File: config.mk
export PLATFORM = sky130hd
export DESIGN_NAME = mstpm_core
export DESIGN_NICKNAME = d
export VERILOG_FILES = /design/src/include/mstpm_pkg.sv /design/src/rtl/mstpm_window_gen.sv /design/src/rtl/mstpm_comp_filter.sv /design/src/rtl/mstpm_core.sv
export SDC_FILE = /design/constraint.sdc
export NUM_CORES = 1
export LEC_CHECK = 0
export ABC_AREA = 1
export ABC_CLOCK_PERIOD_IN_PS = 4130
export BUFFER_PORTS_ARGS = -buffer_cell sky130_fd_sc_hd__buf_2
export CAP_MARGIN = 10
export CORE_MARGIN = 5
export CORE_UTILIZATION = 60
export DETAILED_ROUTE_END_ITERATION = 7
export PLACE_DENSITY = 0.82
export SLEW_MARGIN = 20
export SYNTH_ARGS = -nofsm -noshare
export SYNTH_HDL_FRONTEND = slang
export SYNTH_SLANG_ARGS = --single-unit
File: constraint.sdc
create_clock -name clk -period 4.13 [get_ports clk]
set_clock_uncertainty 0.05 [all_clocks]
set_input_delay 0.413 -clock clk [delete_from_list [all_inputs] [get_ports clk]]
set_output_delay 0.413 -clock clk [all_outputs]
set_load 0.01 [all_outputs]
File: src/include/mstpm_pkg.sv
// Constants and types for the step timer and PWM manager
`default_nettype none
package mstpm_pkg;
    localparam int unsigned CLK_HZ        = 100_000_000;
    localparam int unsigned CLK_PERIOD_NS = 10;
    localparam int unsigned TW            = 8;
    localparam int unsigned SRW           = 4;
    localparam logic [7:0]  TIM_MAX       = 8'hFF;
    localparam logic [7:0]  TIM_LOW       = 8'h55;
    localparam logic [7:0]  REG_RST       = 8'h00;
    localparam logic [3:0]  SR_MIN        = 4'h0;
    localparam logic [3:0]  SR_MAX        = 4'hF;
    localparam logic [3:0]  SR_RST        = 4'h0;
    // Base timer tick, 4 MHz cpu reference: 0.5 us per count at code 0
    localparam int unsigned TICK_NS       = 500;
    localparam int unsigned TICK_CYC      = TICK_NS / CLK_PERIOD_NS;
    // Off times and comparator filter blanking time in ns
    localparam int unsigned OFF0_NS       = 5000;
    localparam int unsigned OFF1_NS       = 10000;
    localparam int unsigned OFF2_NS       = 15000;
    localparam int unsigned OFF3_NS       = 30000;
    localparam int unsigned OFFS_NS       = 1250;
    localparam int unsigned FILT_NS       = 2500;
    localparam int unsigned FILT_CYC      = FILT_NS / CLK_PERIOD_NS;
    // Window periods in ns for each rate code
    localparam int unsigned WIN_NS [16] = '{40000, 50000, 55249, 64935, 80000, 100000,
        160000, 319489, 641026, 800000, 877193, 1040583, 1280410, 1600000,
        2564103, 5128205};
    typedef enum logic [1:0] {
        MSTPM_CFG   = 2'b00,
        MSTPM_SW    = 2'b01,
        MSTPM_ESTOP = 2'b10,
        MSTPM_AUTO  = 2'b11
    } mstpm_mode_t;
endpackage
`default_nettype wire

File: src/rtl/mstpm_window_gen.sv
// Measurement window generator: window low for the off time each period
`timescale 1ns/10ps
`default_nettype none
module mstpm_window_gen #(
    parameter int unsigned CW = 20
) (
    input  wire logic       clk,
    input  wire logic       resetn,
    input  wire logic [3:0] window_rate_field,
    input  wire logic [1:0] off_time_field,
    input  wire logic       sensor_mode_bit,
    output logic            window_n,
    output logic            window_end
);
    localparam int unsigned PCYC [16] = '{
        mstpm_pkg::WIN_NS[0]/10, mstpm_pkg::WIN_NS[1]/10, mstpm_pkg::WIN_NS[2]/10,
        mstpm_pkg::WIN_NS[3]/10, mstpm_pkg::WIN_NS[4]/10, mstpm_pkg::WIN_NS[5]/10,
        mstpm_pkg::WIN_NS[6]/10, mstpm_pkg::WIN_NS[7]/10, mstpm_pkg::WIN_NS[8]/10,
        mstpm_pkg::WIN_NS[9]/10, mstpm_pkg::WIN_NS[10]/10, mstpm_pkg::WIN_NS[11]/10,
        mstpm_pkg::WIN_NS[12]/10, mstpm_pkg::WIN_NS[13]/10, mstpm_pkg::WIN_NS[14]/10,
        mstpm_pkg::WIN_NS[15]/10};
    initial begin
        if (CW < 20) $error("window counter too narrow");
    end
    logic [CW-1:0] cnt_r;
    logic [CW-1:0] per;
    logic [CW-1:0] off;
    always_comb begin
        per = CW'(PCYC[window_rate_field]);
        if (sensor_mode_bit) begin
            off = CW'(mstpm_pkg::OFFS_NS / mstpm_pkg::CLK_PERIOD_NS);
        end else begin
            case (off_time_field)
                2'h0:    off = CW'(mstpm_pkg::OFF0_NS / mstpm_pkg::CLK_PERIOD_NS);
                2'h1:    off = CW'(mstpm_pkg::OFF1_NS / mstpm_pkg::CLK_PERIOD_NS);
                2'h2:    off = CW'(mstpm_pkg::OFF2_NS / mstpm_pkg::CLK_PERIOD_NS);
                default: off = CW'(mstpm_pkg::OFF3_NS / mstpm_pkg::CLK_PERIOD_NS);
            endcase
        end
    end
    always_ff @(posedge clk or negedge resetn) begin
        if (!resetn) begin
            cnt_r <= '0;
        end else if (cnt_r >= per - CW'(1)) begin
            cnt_r <= '0;
        end else begin
            cnt_r <= cnt_r + CW'(1);
        end
    end
    always_ff @(posedge clk or negedge resetn) begin
        if (!resetn) begin
            window_n   <= 1'b1;
            window_end <= 1'b0;
        end else begin
            window_n   <= (cnt_r >= off);
            window_end <= (cnt_r == off);
        end
    end
endmodule // mstpm_window_gen
`default_nettype wire

File: src/rtl/mstpm_comp_filter.sv
// Current comparator blanking filter after PWM switch-on
`timescale 1ns/10ps
`default_nettype none
module mstpm_comp_filter #(
    parameter int unsigned FW = 9
) (
    input  wire logic clk,
    input  wire logic resetn,
    input  wire logic enable,
    input  wire logic pwm_on_start,
    input  wire logic trip_in,
    output logic      trip_out
);
    initial begin
        if ((1 << FW) <= mstpm_pkg::FILT_CYC) $error("filter counter too narrow");
    end
    logic [FW-1:0] blank_r;
    // Blanking, not debouncing: ignores trips for a fixed time after switch-on
    always_ff @(posedge clk or negedge resetn) begin
        if (!resetn) begin
            blank_r <= '0;
        end else if (pwm_on_start && enable) begin
            blank_r <= FW'(mstpm_pkg::FILT_CYC);
        end else if (blank_r != '0) begin
            blank_r <= blank_r - FW'(1);
        end
    end
    always_comb begin
        trip_out = trip_in && (blank_r == '0);
    end
endmodule // mstpm_comp_filter
`default_nettype wire

File: src/rtl/mstpm_core.sv
// Step timer register access, step ratio control and PWM manager
`timescale 1ns/10ps
`default_nettype none
module mstpm_core #(
    parameter int unsigned TIMER_W = mstpm_pkg::TW
) (
    input  wire logic               clk,
    input  wire logic               resetn,
    input  wire logic               output_enable_bit,
    input  wire logic               auto_switch_select,
    input  wire logic               direct_access_bit,
    input  wire logic               voltage_current_select,
    input  wire logic               sensor_mode_bit,
    input  wire logic               comparator_filter_enable,
    input  wire logic [3:0]         window_rate_field,
    input  wire logic [1:0]         off_time_field,
    input  wire logic               emergency_n,
    input  wire logic               current_sense_input,
    input  wire logic               current_reference_pin,
    input  wire logic               timer_pwm_in,
    input  wire logic               zero_event,
    input  wire logic               demag_event,
    input  wire logic               wr_en,
    input  wire logic [2:0]         wr_sel,
    input  wire logic [TIMER_W-1:0] wr_data,
    input  wire logic               flag_set_down,
    input  wire logic               flag_set_up,
    input  wire logic               flag_clr_down,
    input  wire logic               flag_clr_up,
    input  wire logic [5:0]         phase_out_pattern,
    input  wire logic [5:0]         odd_group_sel,
    output logic [TIMER_W-1:0]      commutation_timer,
    output logic [TIMER_W-1:0]      previous_zero_capture,
    output logic [TIMER_W-1:0]      current_zero_capture,
    output logic [TIMER_W-1:0]      commutation_compare,
    output logic [TIMER_W-1:0]      demagnetization_register,
    output logic [3:0]              step_ratio_field,
    output logic                    ratio_down_flag,
    output logic                    ratio_up_flag,
    output logic                    commutation_event,
    output logic                    pwm_out,
    output logic                    zero_cross_sample,
    output logic [5:0]              channel_out,
    output logic [5:0]              channel_oe
);
    initial begin
        if (TIMER_W != 8) $error("timer width must be 8");
    end
    localparam logic [2:0] SEL_TIM  = 3'h0;
    localparam logic [2:0] SEL_ZPRV = 3'h1;
    localparam logic [2:0] SEL_ZREG = 3'h2;
    localparam logic [2:0] SEL_COMP = 3'h3;
    localparam logic [2:0] SEL_DEM  = 3'h4;
    localparam logic [2:0] SEL_SR   = 3'h5;
    // Wide enough for the slowest ratio code: tick base shifted by 15
    localparam int unsigned PSW = 21;

    mstpm_pkg::mstpm_mode_t mode;
    logic                   clk_en;
    logic [PSW-1:0]         pre_r;
    logic [PSW-1:0]         pre_lim;
    logic                   tick;
    logic                   tim_max;
    logic                   auto_up;
    logic                   auto_down;
    logic                   sw_step;
    logic                   win_n;
    logic                   win_end;
    logic                   trip_raw;
    logic                   trip;
    logic                   cur_pwm_r;
    logic                   pwm_start;
    logic                   pwm_sel;
    logic                   pwm_prev_r;

    always_comb begin
        mode = mstpm_pkg::mstpm_mode_t'({auto_switch_select, output_enable_bit});
    end
    // Writes land only where the mode allows them
    function automatic logic wr_ok(input logic [2:0] sel, input logic [1:0] m, input logic ce);
        if (!ce) begin
            wr_ok = 1'b1;
        end else if (m == 2'b01) begin
            wr_ok = (sel == SEL_COMP) || (sel == SEL_DEM);
        end else begin
            wr_ok = (sel == SEL_DEM);
        end
    endfunction

    always_comb begin
        clk_en    = output_enable_bit && !direct_access_bit && emergency_n;
        pre_lim   = PSW'(mstpm_pkg::TICK_CYC) << step_ratio_field;
        tick      = clk_en && (pre_r >= pre_lim - PSW'(1));
        tim_max   = (commutation_timer == mstpm_pkg::TIM_MAX);
        auto_up   = (mode == mstpm_pkg::MSTPM_AUTO) && tick && tim_max
                    && (step_ratio_field != mstpm_pkg::SR_MAX);
        auto_down = (mode == mstpm_pkg::MSTPM_AUTO) && clk_en && zero_event
                    && (commutation_timer < mstpm_pkg::TIM_LOW)
                    && (step_ratio_field != mstpm_pkg::SR_MIN);
        sw_step   = (mode == mstpm_pkg::MSTPM_SW) && clk_en && tick
                    && (commutation_timer == commutation_compare);
    end

    always_ff @(posedge clk or negedge resetn) begin
        if (!resetn) begin
            pre_r <= '0;
        end else if (!clk_en || tick) begin
            pre_r <= '0;
        end else begin
            pre_r <= pre_r + PSW'(1);
        end
    end

    always_ff @(posedge clk or negedge resetn) begin
        if (!resetn) begin
            commutation_event <= 1'b0;
        end else begin
            commutation_event <= sw_step;
        end
    end

    // Timer and related registers; shifts keep values consistent with ratio
    always_ff @(posedge clk or negedge resetn) begin
        if (!resetn) begin
            commutation_timer        <= mstpm_pkg::REG_RST;
            previous_zero_capture    <= mstpm_pkg::REG_RST;
            current_zero_capture     <= mstpm_pkg::REG_RST;
            commutation_compare      <= mstpm_pkg::REG_RST;
            demagnetization_register <= mstpm_pkg::REG_RST;
        end else if (auto_up) begin
            commutation_timer        <= commutation_timer >> 1;
            previous_zero_capture    <= previous_zero_capture >> 1;
            current_zero_capture     <= current_zero_capture >> 1;
            commutation_compare      <= commutation_compare >> 1;
            demagnetization_register <= demagnetization_register >> 1;
        end else if (auto_down) begin
            previous_zero_capture    <= current_zero_capture;
            current_zero_capture     <= commutation_timer << 1;
            commutation_timer        <= '0;
            commutation_compare      <= commutation_compare << 1;
            demagnetization_register <= demagnetization_register << 1;
        end else begin
            if (wr_en && wr_ok(wr_sel, mode, clk_en)) begin
                case (wr_sel)
                    SEL_TIM:  commutation_timer        <= wr_data;
                    SEL_ZPRV: previous_zero_capture    <= wr_data;
                    SEL_ZREG: current_zero_capture     <= wr_data;
                    SEL_COMP: commutation_compare      <= wr_data;
                    SEL_DEM:  demagnetization_register <= wr_data;
                    default:  ;
                endcase
            end
            // Allowed writes never touch these registers while running, so events are not lost
            if (mode == mstpm_pkg::MSTPM_AUTO && clk_en && zero_event) begin
                previous_zero_capture <= current_zero_capture;
                current_zero_capture  <= commutation_timer;
                commutation_timer     <= '0;
            end else if (sw_step) begin
                commutation_timer <= '0;
            end else if (tick && !tim_max) begin
                commutation_timer <= commutation_timer + 8'h01;
            end
        end
    end

    // Step ratio: direct writes only with the clock stopped
    always_ff @(posedge clk or negedge resetn) begin
        if (!resetn) begin
            step_ratio_field <= mstpm_pkg::SR_RST;
        end else if (!clk_en) begin
            if (wr_en && wr_sel == SEL_SR) begin
                step_ratio_field <= wr_data[3:0];
            end
        end else if (auto_up) begin
            step_ratio_field <= step_ratio_field + 4'h1;
        end else if (auto_down) begin
            step_ratio_field <= step_ratio_field - 4'h1;
        end else if (sw_step && ratio_up_flag && step_ratio_field != mstpm_pkg::SR_MAX) begin
            step_ratio_field <= step_ratio_field + 4'h1;
        end else if (sw_step && ratio_down_flag && !ratio_up_flag
                     && step_ratio_field != mstpm_pkg::SR_MIN) begin
            step_ratio_field <= step_ratio_field - 4'h1;
        end
    end

    // Ratio flags: software request in switched, hardware set in auto
    always_ff @(posedge clk or negedge resetn) begin
        if (!resetn) begin
            ratio_up_flag <= 1'b0;
        end else if (auto_up || (mode == mstpm_pkg::MSTPM_SW && flag_set_up)) begin
            ratio_up_flag <= 1'b1;
        end else if (sw_step || (mode == mstpm_pkg::MSTPM_AUTO && flag_clr_up)) begin
            ratio_up_flag <= 1'b0;
        end
    end
    always_ff @(posedge clk or negedge resetn) begin
        if (!resetn) begin
            ratio_down_flag <= 1'b0;
        end else if (auto_down || (mode == mstpm_pkg::MSTPM_SW && flag_set_down)) begin
            ratio_down_flag <= 1'b1;
        end else if ((sw_step && !ratio_up_flag)
                     || (mode == mstpm_pkg::MSTPM_AUTO && flag_clr_down)) begin
            ratio_down_flag <= 1'b0;
        end
    end

    mstpm_window_gen #(
        .CW (PSW)
    ) u_win (
        .clk               (clk),
        .resetn            (resetn),
        .window_rate_field (window_rate_field),
        .off_time_field    (off_time_field),
        .sensor_mode_bit   (sensor_mode_bit),
        .window_n          (win_n),
        .window_end        (win_end)
    );

    always_comb begin
        trip_raw  = current_sense_input && !current_reference_pin;
        pwm_start = voltage_current_select ? win_end : (timer_pwm_in && !pwm_prev_r);
    end

    mstpm_comp_filter #(
        .FW (9)
    ) u_filt (
        .clk          (clk),
        .resetn       (resetn),
        .enable       (comparator_filter_enable),
        .pwm_on_start (pwm_start),
        .trip_in      (trip_raw),
        .trip_out     (trip)
    );

    always_ff @(posedge clk or negedge resetn) begin
        if (!resetn) begin
            pwm_prev_r <= 1'b0;
        end else begin
            pwm_prev_r <= timer_pwm_in;
        end
    end

    // Current mode PWM latch
    always_ff @(posedge clk or negedge resetn) begin
        if (!resetn) begin
            cur_pwm_r <= 1'b0;
        end else if (!win_n || trip) begin
            cur_pwm_r <= 1'b0;
        end else if (win_end) begin
            cur_pwm_r <= 1'b1;
        end
    end

    always_comb begin
        pwm_sel = voltage_current_select ? cur_pwm_r : (timer_pwm_in && !trip);
    end

    // Zero-cross sampling only with PWM off or inside a window
    always_ff @(posedge clk or negedge resetn) begin
        if (!resetn) begin
            zero_cross_sample <= 1'b0;
        end else if (voltage_current_select) begin
            zero_cross_sample <= !sensor_mode_bit && !win_n;
        end else begin
            zero_cross_sample <= !sensor_mode_bit && !timer_pwm_in;
        end
    end

    // Channel manager: PWM to odd or even group, emergency forces release
    always_ff @(posedge clk or negedge resetn) begin
        if (!resetn) begin
            pwm_out     <= 1'b0;
            channel_out <= 6'h00;
            channel_oe  <= 6'h00;
        end else begin
            pwm_out <= pwm_sel;
            for (int i = 0; i < 6; i++) begin
                channel_out[i] <= phase_out_pattern[i] && (odd_group_sel[i] ? pwm_sel : 1'b1);
            end
            channel_oe <= (output_enable_bit && emergency_n) ? 6'h3F : 6'h00;
        end
    end

    AST_UP_HALVES: assert property (@(posedge clk) disable iff (!resetn)
        auto_up |=> (commutation_timer == 8'h7F) && ratio_up_flag)
        else $error("ratio up did not halve timer");
    AST_SR_FROZEN: assert property (@(posedge clk) disable iff (!resetn)
        $past(clk_en) && clk_en |-> (step_ratio_field == $past(step_ratio_field))
        || (step_ratio_field == $past(step_ratio_field) + 4'h1)
        || (step_ratio_field == $past(step_ratio_field) - 4'h1))
        else $error("ratio jumped while running");
    AST_AUTO_RO: assert property (@(posedge clk) disable iff (!resetn)
        (mode == mstpm_pkg::MSTPM_AUTO) && clk_en && wr_en && wr_sel == SEL_COMP
        && !auto_up && !auto_down |=> $stable(commutation_compare))
        else $error("compare written in auto mode");
    AST_CFG_WR: assert property (@(posedge clk) disable iff (!resetn)
        !clk_en && wr_en && wr_sel == SEL_ZREG |=> current_zero_capture == $past(wr_data))
        else $error("capture write lost in configuration");
    AST_STOP_CLK: assert property (@(posedge clk) disable iff (!resetn)
        !clk_en && !(wr_en && wr_sel == SEL_TIM) |=> $stable(commutation_timer))
        else $error("timer moved with clock disabled");
    AST_OE_OFF: assert property (@(posedge clk) disable iff (!resetn)
        !output_enable_bit |=> channel_oe == 6'h00)
        else $error("outputs driven with enable low");
    AST_CUR_TRIP: assert property (@(posedge clk) disable iff (!resetn)
        voltage_current_select && cur_pwm_r && trip |=> !cur_pwm_r)
        else $error("current trip did not end pwm");
    AST_ZC_OFF: assert property (@(posedge clk) disable iff (!resetn)
        !voltage_current_select && timer_pwm_in |=> !zero_cross_sample)
        else $error("sampling during pwm on");
    AST_SW_UP: assert property (@(posedge clk) disable iff (!resetn)
        sw_step && ratio_up_flag && (step_ratio_field != mstpm_pkg::SR_MAX)
        |=> step_ratio_field == $past(step_ratio_field) + 4'h1)
        else $error("switched ratio request not applied");
    AST_DOWN_RESTART: assert property (@(posedge clk) disable iff (!resetn)
        auto_down |=> (commutation_timer == 8'h00) && ratio_down_flag)
        else $error("ratio down did not restart timer");
    AST_WIN_PWM_OFF: assert property (@(posedge clk) disable iff (!resetn)
        !win_n |=> !cur_pwm_r)
        else $error("pwm on inside window");
    AST_ZC_WIN: assert property (@(posedge clk) disable iff (!resetn)
        voltage_current_select && !sensor_mode_bit && !win_n |=> zero_cross_sample)
        else $error("no sampling inside window");
endmodule // mstpm_core
`default_nettype wire

Word-level counts from Yosys, hierarchy flattened
Memory sizes are Yosys's and may differ from the RTL's.
Index checks and enable logic that the tools add are counted.
- flip-flop bits (word level): 116
- bits in latches: 0
- RAM bits: 0
- bits in read-only memories: 512
- input bits: 48
- word-level logic and storage cells: 190
- memories: 1
- memory list (name ; depth ; bits a word ; read ports ; clocked after memory_dff ; wr ports ; line ; text):
    (name not given) ; 16 ; 32 ; 1 ; 0 ; 0 ; mstpm_window_gen.sv:29 ; per = CW'(PCYC[window_rate_field]);
- $add $sub $neg: 8
- multipliers: 0
- div/mod/pow operators: 0
- order comparisons: 5
- eq/ne operators: 14
- shift-type cells: 1
- mux-type cells: 59
- bitwise operators: 1
- reductions and logical operators: 81
- operators by type and width (operator ; count):
    $mux 8 ; 25
    $mux 21 ; 4
    $ge 21x21->1 ; 3
    $add 21x1->21 const B ; 2
    $sub 21x1->21 const B ; 2
    $logic_and 1x1->1 ; 40
    $pmux 12 s3 ; 1
    $mux 4 ; 6
    $eq 21x21->1 ; 1
    $shl 6x4->21 const A ; 1
    $mux 1 ; 19
    $mux 9 ; 2
    $reduce_bool 4->1 ; 4
    $mux 12 ; 1
    $reduce_and 2->1 ; 6
    $reduce_bool 6->1 ; 2
    $logic_not 1->1 ; 10
    $reduce_bool 2->1 ; 5
    $logic_not 9->1 ; 1
    $reduce_bool 3->1 ; 3
    $reduce_bool 9->1 ; 1
    $sub 9x1->9 const B ; 1
    $add 8x1->8 const B ; 1
    $eq 8x8->1 ; 1
    other kinds (17) ; 27

Longest topological paths before layout
- depth after elaboration: 16
- mapped depth: 29

By module
Synthesis repeated with hierarchy kept, for this count alone.
- cell total of the unflattened synthesis: 1357
- area, all modules: 9306.4 µm²
- modules (own cells, without submodules) (module ; times used ; cells each ; area each (µm²)):
    mstpm_core ; 1 ; 833 ; 5800.6
    mstpm_window_gen ; 1 ; 448 ; 2967.8
    mstpm_comp_filter ; 1 ; 76 ; 538.0

Worst setup path before layout
OpenSTA, ideal clock, no wires.
- path kind: register -> register
- start: register step_ratio_field[1]
- end: register current_zero_capture[5]
- setup time: 0.118 ns
- arrival: 3.531 ns
- data required time: 3.962 ns
- setup slack: 0.431 ns
- cell stages (with the launch flop): 27
- clock period less this slack: 3.699 ns
- cell sequence: dfrtp_1 -> inv_1 -> ha_1 -> nand2_1 -> o21ai_0 -> nor2_1 -> clkinv_1 -> nand2_1 -> nor3_2 -> nand2_1 -> nor3_2 -> nand3_1 -> xor2_1 -> ha_1 -> nand2_1 -> inv_1 -> nand2_1 -> a21oi_1 -> nor2_1 -> nand3_2 -> nand3_2 -> nand3_2 -> or2_1 -> buf_2 -> buf_6 -> nand2_1 -> o21ai_2
- word-level cells in the longest chain between the ends: 9
- elaborated cells between the ends (all ways): 15
- classes of those cells: 1 x add/sub; 1 x order compare; 1 x eq/ne; 1 x shift; 2 x mux; 9 x reduce/logical
- ends and longest elaborated chain (element ; line ; text):
    start, declared ; mstpm_core.sv:37 ; output logic [3:0] step_ratio_field,
    start signal, assigned ; mstpm_core.sv:169 ; step_ratio_field <= mstpm_pkg::SR_RST;
    start signal, assigned ; mstpm_core.sv:172 ; step_ratio_field <= wr_data[3:0];
    start signal, assigned ; mstpm_core.sv:175 ; step_ratio_field <= step_ratio_field + 4'h1;
    $shl 6x4->21 ; mstpm_core.sv:92 ; pre_lim = PSW'(mstpm_pkg::TICK_CYC) << step_ratio_field;
    $sub 21x1->21 ; mstpm_core.sv:93 ; tick = clk_en && (pre_r >= pre_lim - PSW'(1));
    $ge 21x21->1 ; mstpm_core.sv:93 ;
    $logic_and 1x1->1 ; mstpm_core.sv:93 ;
    $logic_and 1x1->1 (2 in series) ; mstpm_core.sv:95 ; auto_up = (mode == mstpm_pkg::MSTPM_AUTO) && tick && tim_max
    $logic_and 1x1->1 ; mstpm_core.sv:96 ; && (step_ratio_field != mstpm_pkg::SR_MAX);
    $reduce_bool 4->1 (no source line) ; - ;
    $reduce_and 2->1 (no source line) ; - ;
    end signal, assigned ; mstpm_core.sv:127 ; current_zero_capture <= mstpm_pkg::REG_RST;
    end signal, assigned ; mstpm_core.sv:133 ; current_zero_capture <= current_zero_capture >> 1;
    end signal, assigned ; mstpm_core.sv:138 ; current_zero_capture <= commutation_timer << 1;
    end, declared ; mstpm_core.sv:34 ; output logic [TIMER_W-1:0] current_zero_capture,
Several ways; a longest one is shown, not always the timed one.
A chain may end at the register's enable or synchronous reset.

Worst setup path in the final report
- start: register step_ratio_field[0]
- end: register commutation_timer[0]
- word-level cells in the longest chain between the ends: 10
- elaborated cells between the ends (all ways): 21
- classes of those cells: 1 x add/sub; 1 x order compare; 1 x eq/ne; 1 x shift; 5 x mux; 12 x reduce/logical
- ends and longest elaborated chain (element ; line ; text):
    $shl 6x4->21 ; mstpm_core.sv:92 ;
    $sub 21x1->21 ; mstpm_core.sv:93 ;
    $ge 21x21->1 ; mstpm_core.sv:93 ;
    $logic_and 1x1->1 ; mstpm_core.sv:93 ;
    $logic_and 1x1->1, on equally long branches ; mstpm_core.sv:160, mstpm_core.sv:100 ;
    $mux 8 or $logic_and 1x1->1 (tied branches) ; mstpm_core.sv:160, mstpm_core.sv:101 ;
    $mux 8 ; mstpm_core.sv:158 ; end else if (sw_step) begin
    $mux 8 ; mstpm_core.sv:154 ; if (mode == mstpm_pkg::MSTPM_AUTO && clk_en && zero_event) begin
    $mux 8 ; mstpm_core.sv:136 ; end else if (auto_down) begin
    $mux 8 ; mstpm_core.sv:130 ; end else if (auto_up) begin
    end signal, assigned ; mstpm_core.sv:131 ; commutation_timer <= commutation_timer >> 1;
    end signal, assigned ; mstpm_core.sv:145 ; SEL_TIM: commutation_timer <= wr_data;
    end signal, assigned ; mstpm_core.sv:161 ; commutation_timer <= commutation_timer + 8'h01;
    end, declared ; mstpm_core.sv:32 ; output logic [TIMER_W-1:0] commutation_timer,
Several ways; a longest one is shown, not always the timed one.

==> impl_metrics.toml <==
[run_status]
status = "complete, no violations"

[layout]
post-route-cell-area_mm2 = 0.00981
area_growth_pct = 13.3
n_fill_cell = 1239
final_util_pct = 68.2
final_cells = 1516
n_antenna_cell = 0
nNetsFinal = 1445
drive_gt1_share_pct = 15.6

[routing]
wire_per_inst_um = 14.0
drc = 0
drt_first_pass_iters = 5
num_vias = 8307
via_per_inst = 5.48
ant_nets = 0
wl_um = 21200
drtIter0Drc = 657

[placement]
gp_congestion = 0.925
port_buffers = 107
dp_hpwl_um = 15900
dp_cells = 1493
placed_area_mm2 = 0.00930
pre_cts_slack_ns = 0.111

[synth]
syn-cell-area_mm2 = 0.00866
synth.top_cells.by_area = "dfrtp_1 (32%), nand2_1 (13%), ha_1 (10%)"
ys_types = 56
synthFlopType = "dfrtp_1"
yosysTopAreaCellShare_pct = 31.8
syn_avg_cell_area_um2 = 7.06
synth_common_cells = "nand2_1 (295), inv_1 (172), nor2_1 (116)"
ys_ff_latch = 111
async_reset_ff_share_pct = 100
ys_warn_count = 0
yosysSeqAreaShare_pct = 32.1
yosysMostFrequentCell = "nand2_1"
netlist_instances = 1226
synth_top_cell_by_area = "dfrtp_1"
synth-edff-count = 0

[worst_setup_path]
ff2ff_setup_slack_ns = 0.17
cp-start-kind = "flip-flop"
crit_arrival_ns = 4.21
crit_fanout = 10
crit_path_end_kind = "flip-flop"
critPathRequiredTime_ns = 4.39
rr_worst_depth = 26
r2r-end = "commutation_timer[0]"
crit_type = "reg -> reg"
reg2reg_from = "step_ratio_field[0]"

[die]
io_pins = 109
row_count = 44
start_util_pct = 60.2
die_h_um = 130
die_w_um = 130
fp.dieArea_mm2 = 0.0169
core_mm2 = 0.0144

[power_and_ir_drop]
p_per_area_mw_per_mm2 = 412
p_leak_uw = 0.00523
swShare_pct = 41.3
p_switching_uw = 1670
combPwrFrac_pct = 39.8
peakVddDrop_uv = 334
pwr-share-seq_pct = 38.2
power_frac_clock_pct = 22.0
p_int_uw = 2380

[clock_tree]
clkTransAtPathRegs_ns = 0.08
cts_tree = "done"
worstSkewPairLatency_ns = 0.36
clockRootBuffer = "clkbuf_16"
cts.sinks = 111
cts_buffer_depth = 2
cts-buffers-inserted = 9
h-tree-depth = 3

[sta]
post-route-min-period_ns = 3.96
fin_crit_sh_pct = 95.8
finalSetupViolCount = 0
slew_headroom_pct = 46.8
tightest_slew_ns = 0.799
fin_ws_ns = 0.174
hold_viol_final = 0
drv_slew = 0
tns_ns = 0
fmax_ghz = 0.253

[grt]
grt_pass1_vias = 7519
track_usage_pct = 24.5
grt_max_degree = 64
gr-total-overflow = 0
grt_antenna_before_repair = 0
grt_pass1_wl_um = 34100

[run]
cap_violations = 0

[worst_hold_path]
hold_path_class = "in -> async"
==> worst max path at each step <==
stage	startpoint	to	slack (ns)	cells past startpoint
floorplan	step_ratio_field[1]	current_zero_capture[5]	0.43	26
CTS	step_ratio_field[0]	previous_zero_capture[7]	0.06	24
finish	step_ratio_field[0]	commutation_timer[0]	0.17	26
global placement	step_ratio_field[0]	previous_zero_capture[7]	0.18	24
global route	step_ratio_field[0]	demagnetization_register[4]	-0.06	27
detailed placement	step_ratio_field[0]	current_zero_capture[7]	0.11	24
==> registers in the layout, indices dropped and copies added, names as in the netlist, 4 cells and up <==
| register | cells |
|---|---|
| channel_out | 6 |
| u_win.cnt_r | 21 |
| commutation_timer | 8 |
| pre_r | 21 |
| previous_zero_capture | 8 |
| u_filt.blank_r | 9 |
| commutation_compare | 8 |
| step_ratio_field | 4 |
| demagnetization_register | 8 |
| current_zero_capture | 8 |
==> cell families after synthesis <==
group                    synth area share (%)
XOR/XNOR                                 4.45
AO/OA/AOI/OAI                            13.8
other                                  0.0433
flip-flops                               32.1
AND/OR/NAND/NOR                          29.0
adder cells (fa/ha/maj)                  10.1
buffers and inverters                    10.5
==> power by group through the flow <==
stage	Sequential [uW]	Combinational, uW	Clock [uW]
6_report	1540	1610	888
3_3_place_gp	1550	1500	0
5_1_grt	1570	1860	942
4_1_cts	1540	1560	904
3_5_place_dp	1560	1550	0
2_1_floorplan	1550	1060	0
==> final cells by class <==
cell class	count	area (um2)	area share [%]
Inverter	180	681	6.94
Clock inverter	6	62.6	0.638
Tap cell	184	230	2.35
Clock buffer	10	239	2.44
Sequential cell	111	2780	28.4
Multi-Input combinational cell	900	5070	51.7
Timing Repair Buffer	125	741	7.55
==> per-stage QoR <==
step / power (uW) / hold WS (ns)
3_3_place_gp: 3050 / 0.404
6_report: 4040 / 0.0968
2_1_floorplan: 2610 / 0.0674
4_1_cts: 4000 / 0.112
5_1_grt: 4370 / 0.123
3_5_place_dp: 3110 / 0.417
==> repair_timing <==
item | in CTS | in global routing
buffers inserted | 0 | 4
hold buffers | 0 | 0
resized for setup | 0 | 34
setup endpoints to repair | 0 | 58
==> metal layers <==
layer  wire [um]  track usage, %
met1        9240            32.9
met2       10100            41.7
met3        1410            3.60
met4         414            6.11
met5           0               0
==> critical path, cell delays in order (launching register included) <==
cell	delay [ns]
dfrtp_1	0.39
buf_4	0.16
ha_2	0.21
o21ai_1	0.13
nand2_1	0.09
nor2_1	0.18
o21ai_2	0.10
nor2_2	0.18
nand2_2	0.10
nor3_4	0.20
nand3_2	0.11
nor2_1	0.12
nand2_1	0.06
nand3_1	0.06
ha_1	0.24
a21oi_1	0.13
o21ai_0	0.10
nor2_1	0.18
nand3_4	0.18
nand3_4	0.16
buf_12	0.15
nand2_2	0.07
clkinv_4	0.13
nand3_1	0.11
o21ai_0	0.19
nand2_1	0.07
inv_1	0.05
==> cells in the final DEF, fill, tap and decap left out, types with 5 or more instances in the layout <==
master and n:
ha_1 67, o21ai_2 19, nor4_1 8, buf_2 106, nor2_1 114, o22ai_1 5
nor3b_1 6, nand2_1 292, inv_1 171, inv_2 7, xnor2_1 12, buf_4 15
nand4_1 16, nand2_2 5, xor2_1 32, nand3_1 71, a21oi_1 39, nor2_2 7
o21ai_1 49, clkbuf_16 11, nor3_1 30, o21ai_0 70, dfrtp_1 109
Note: power is estimated with default switching activity, not from simulation.
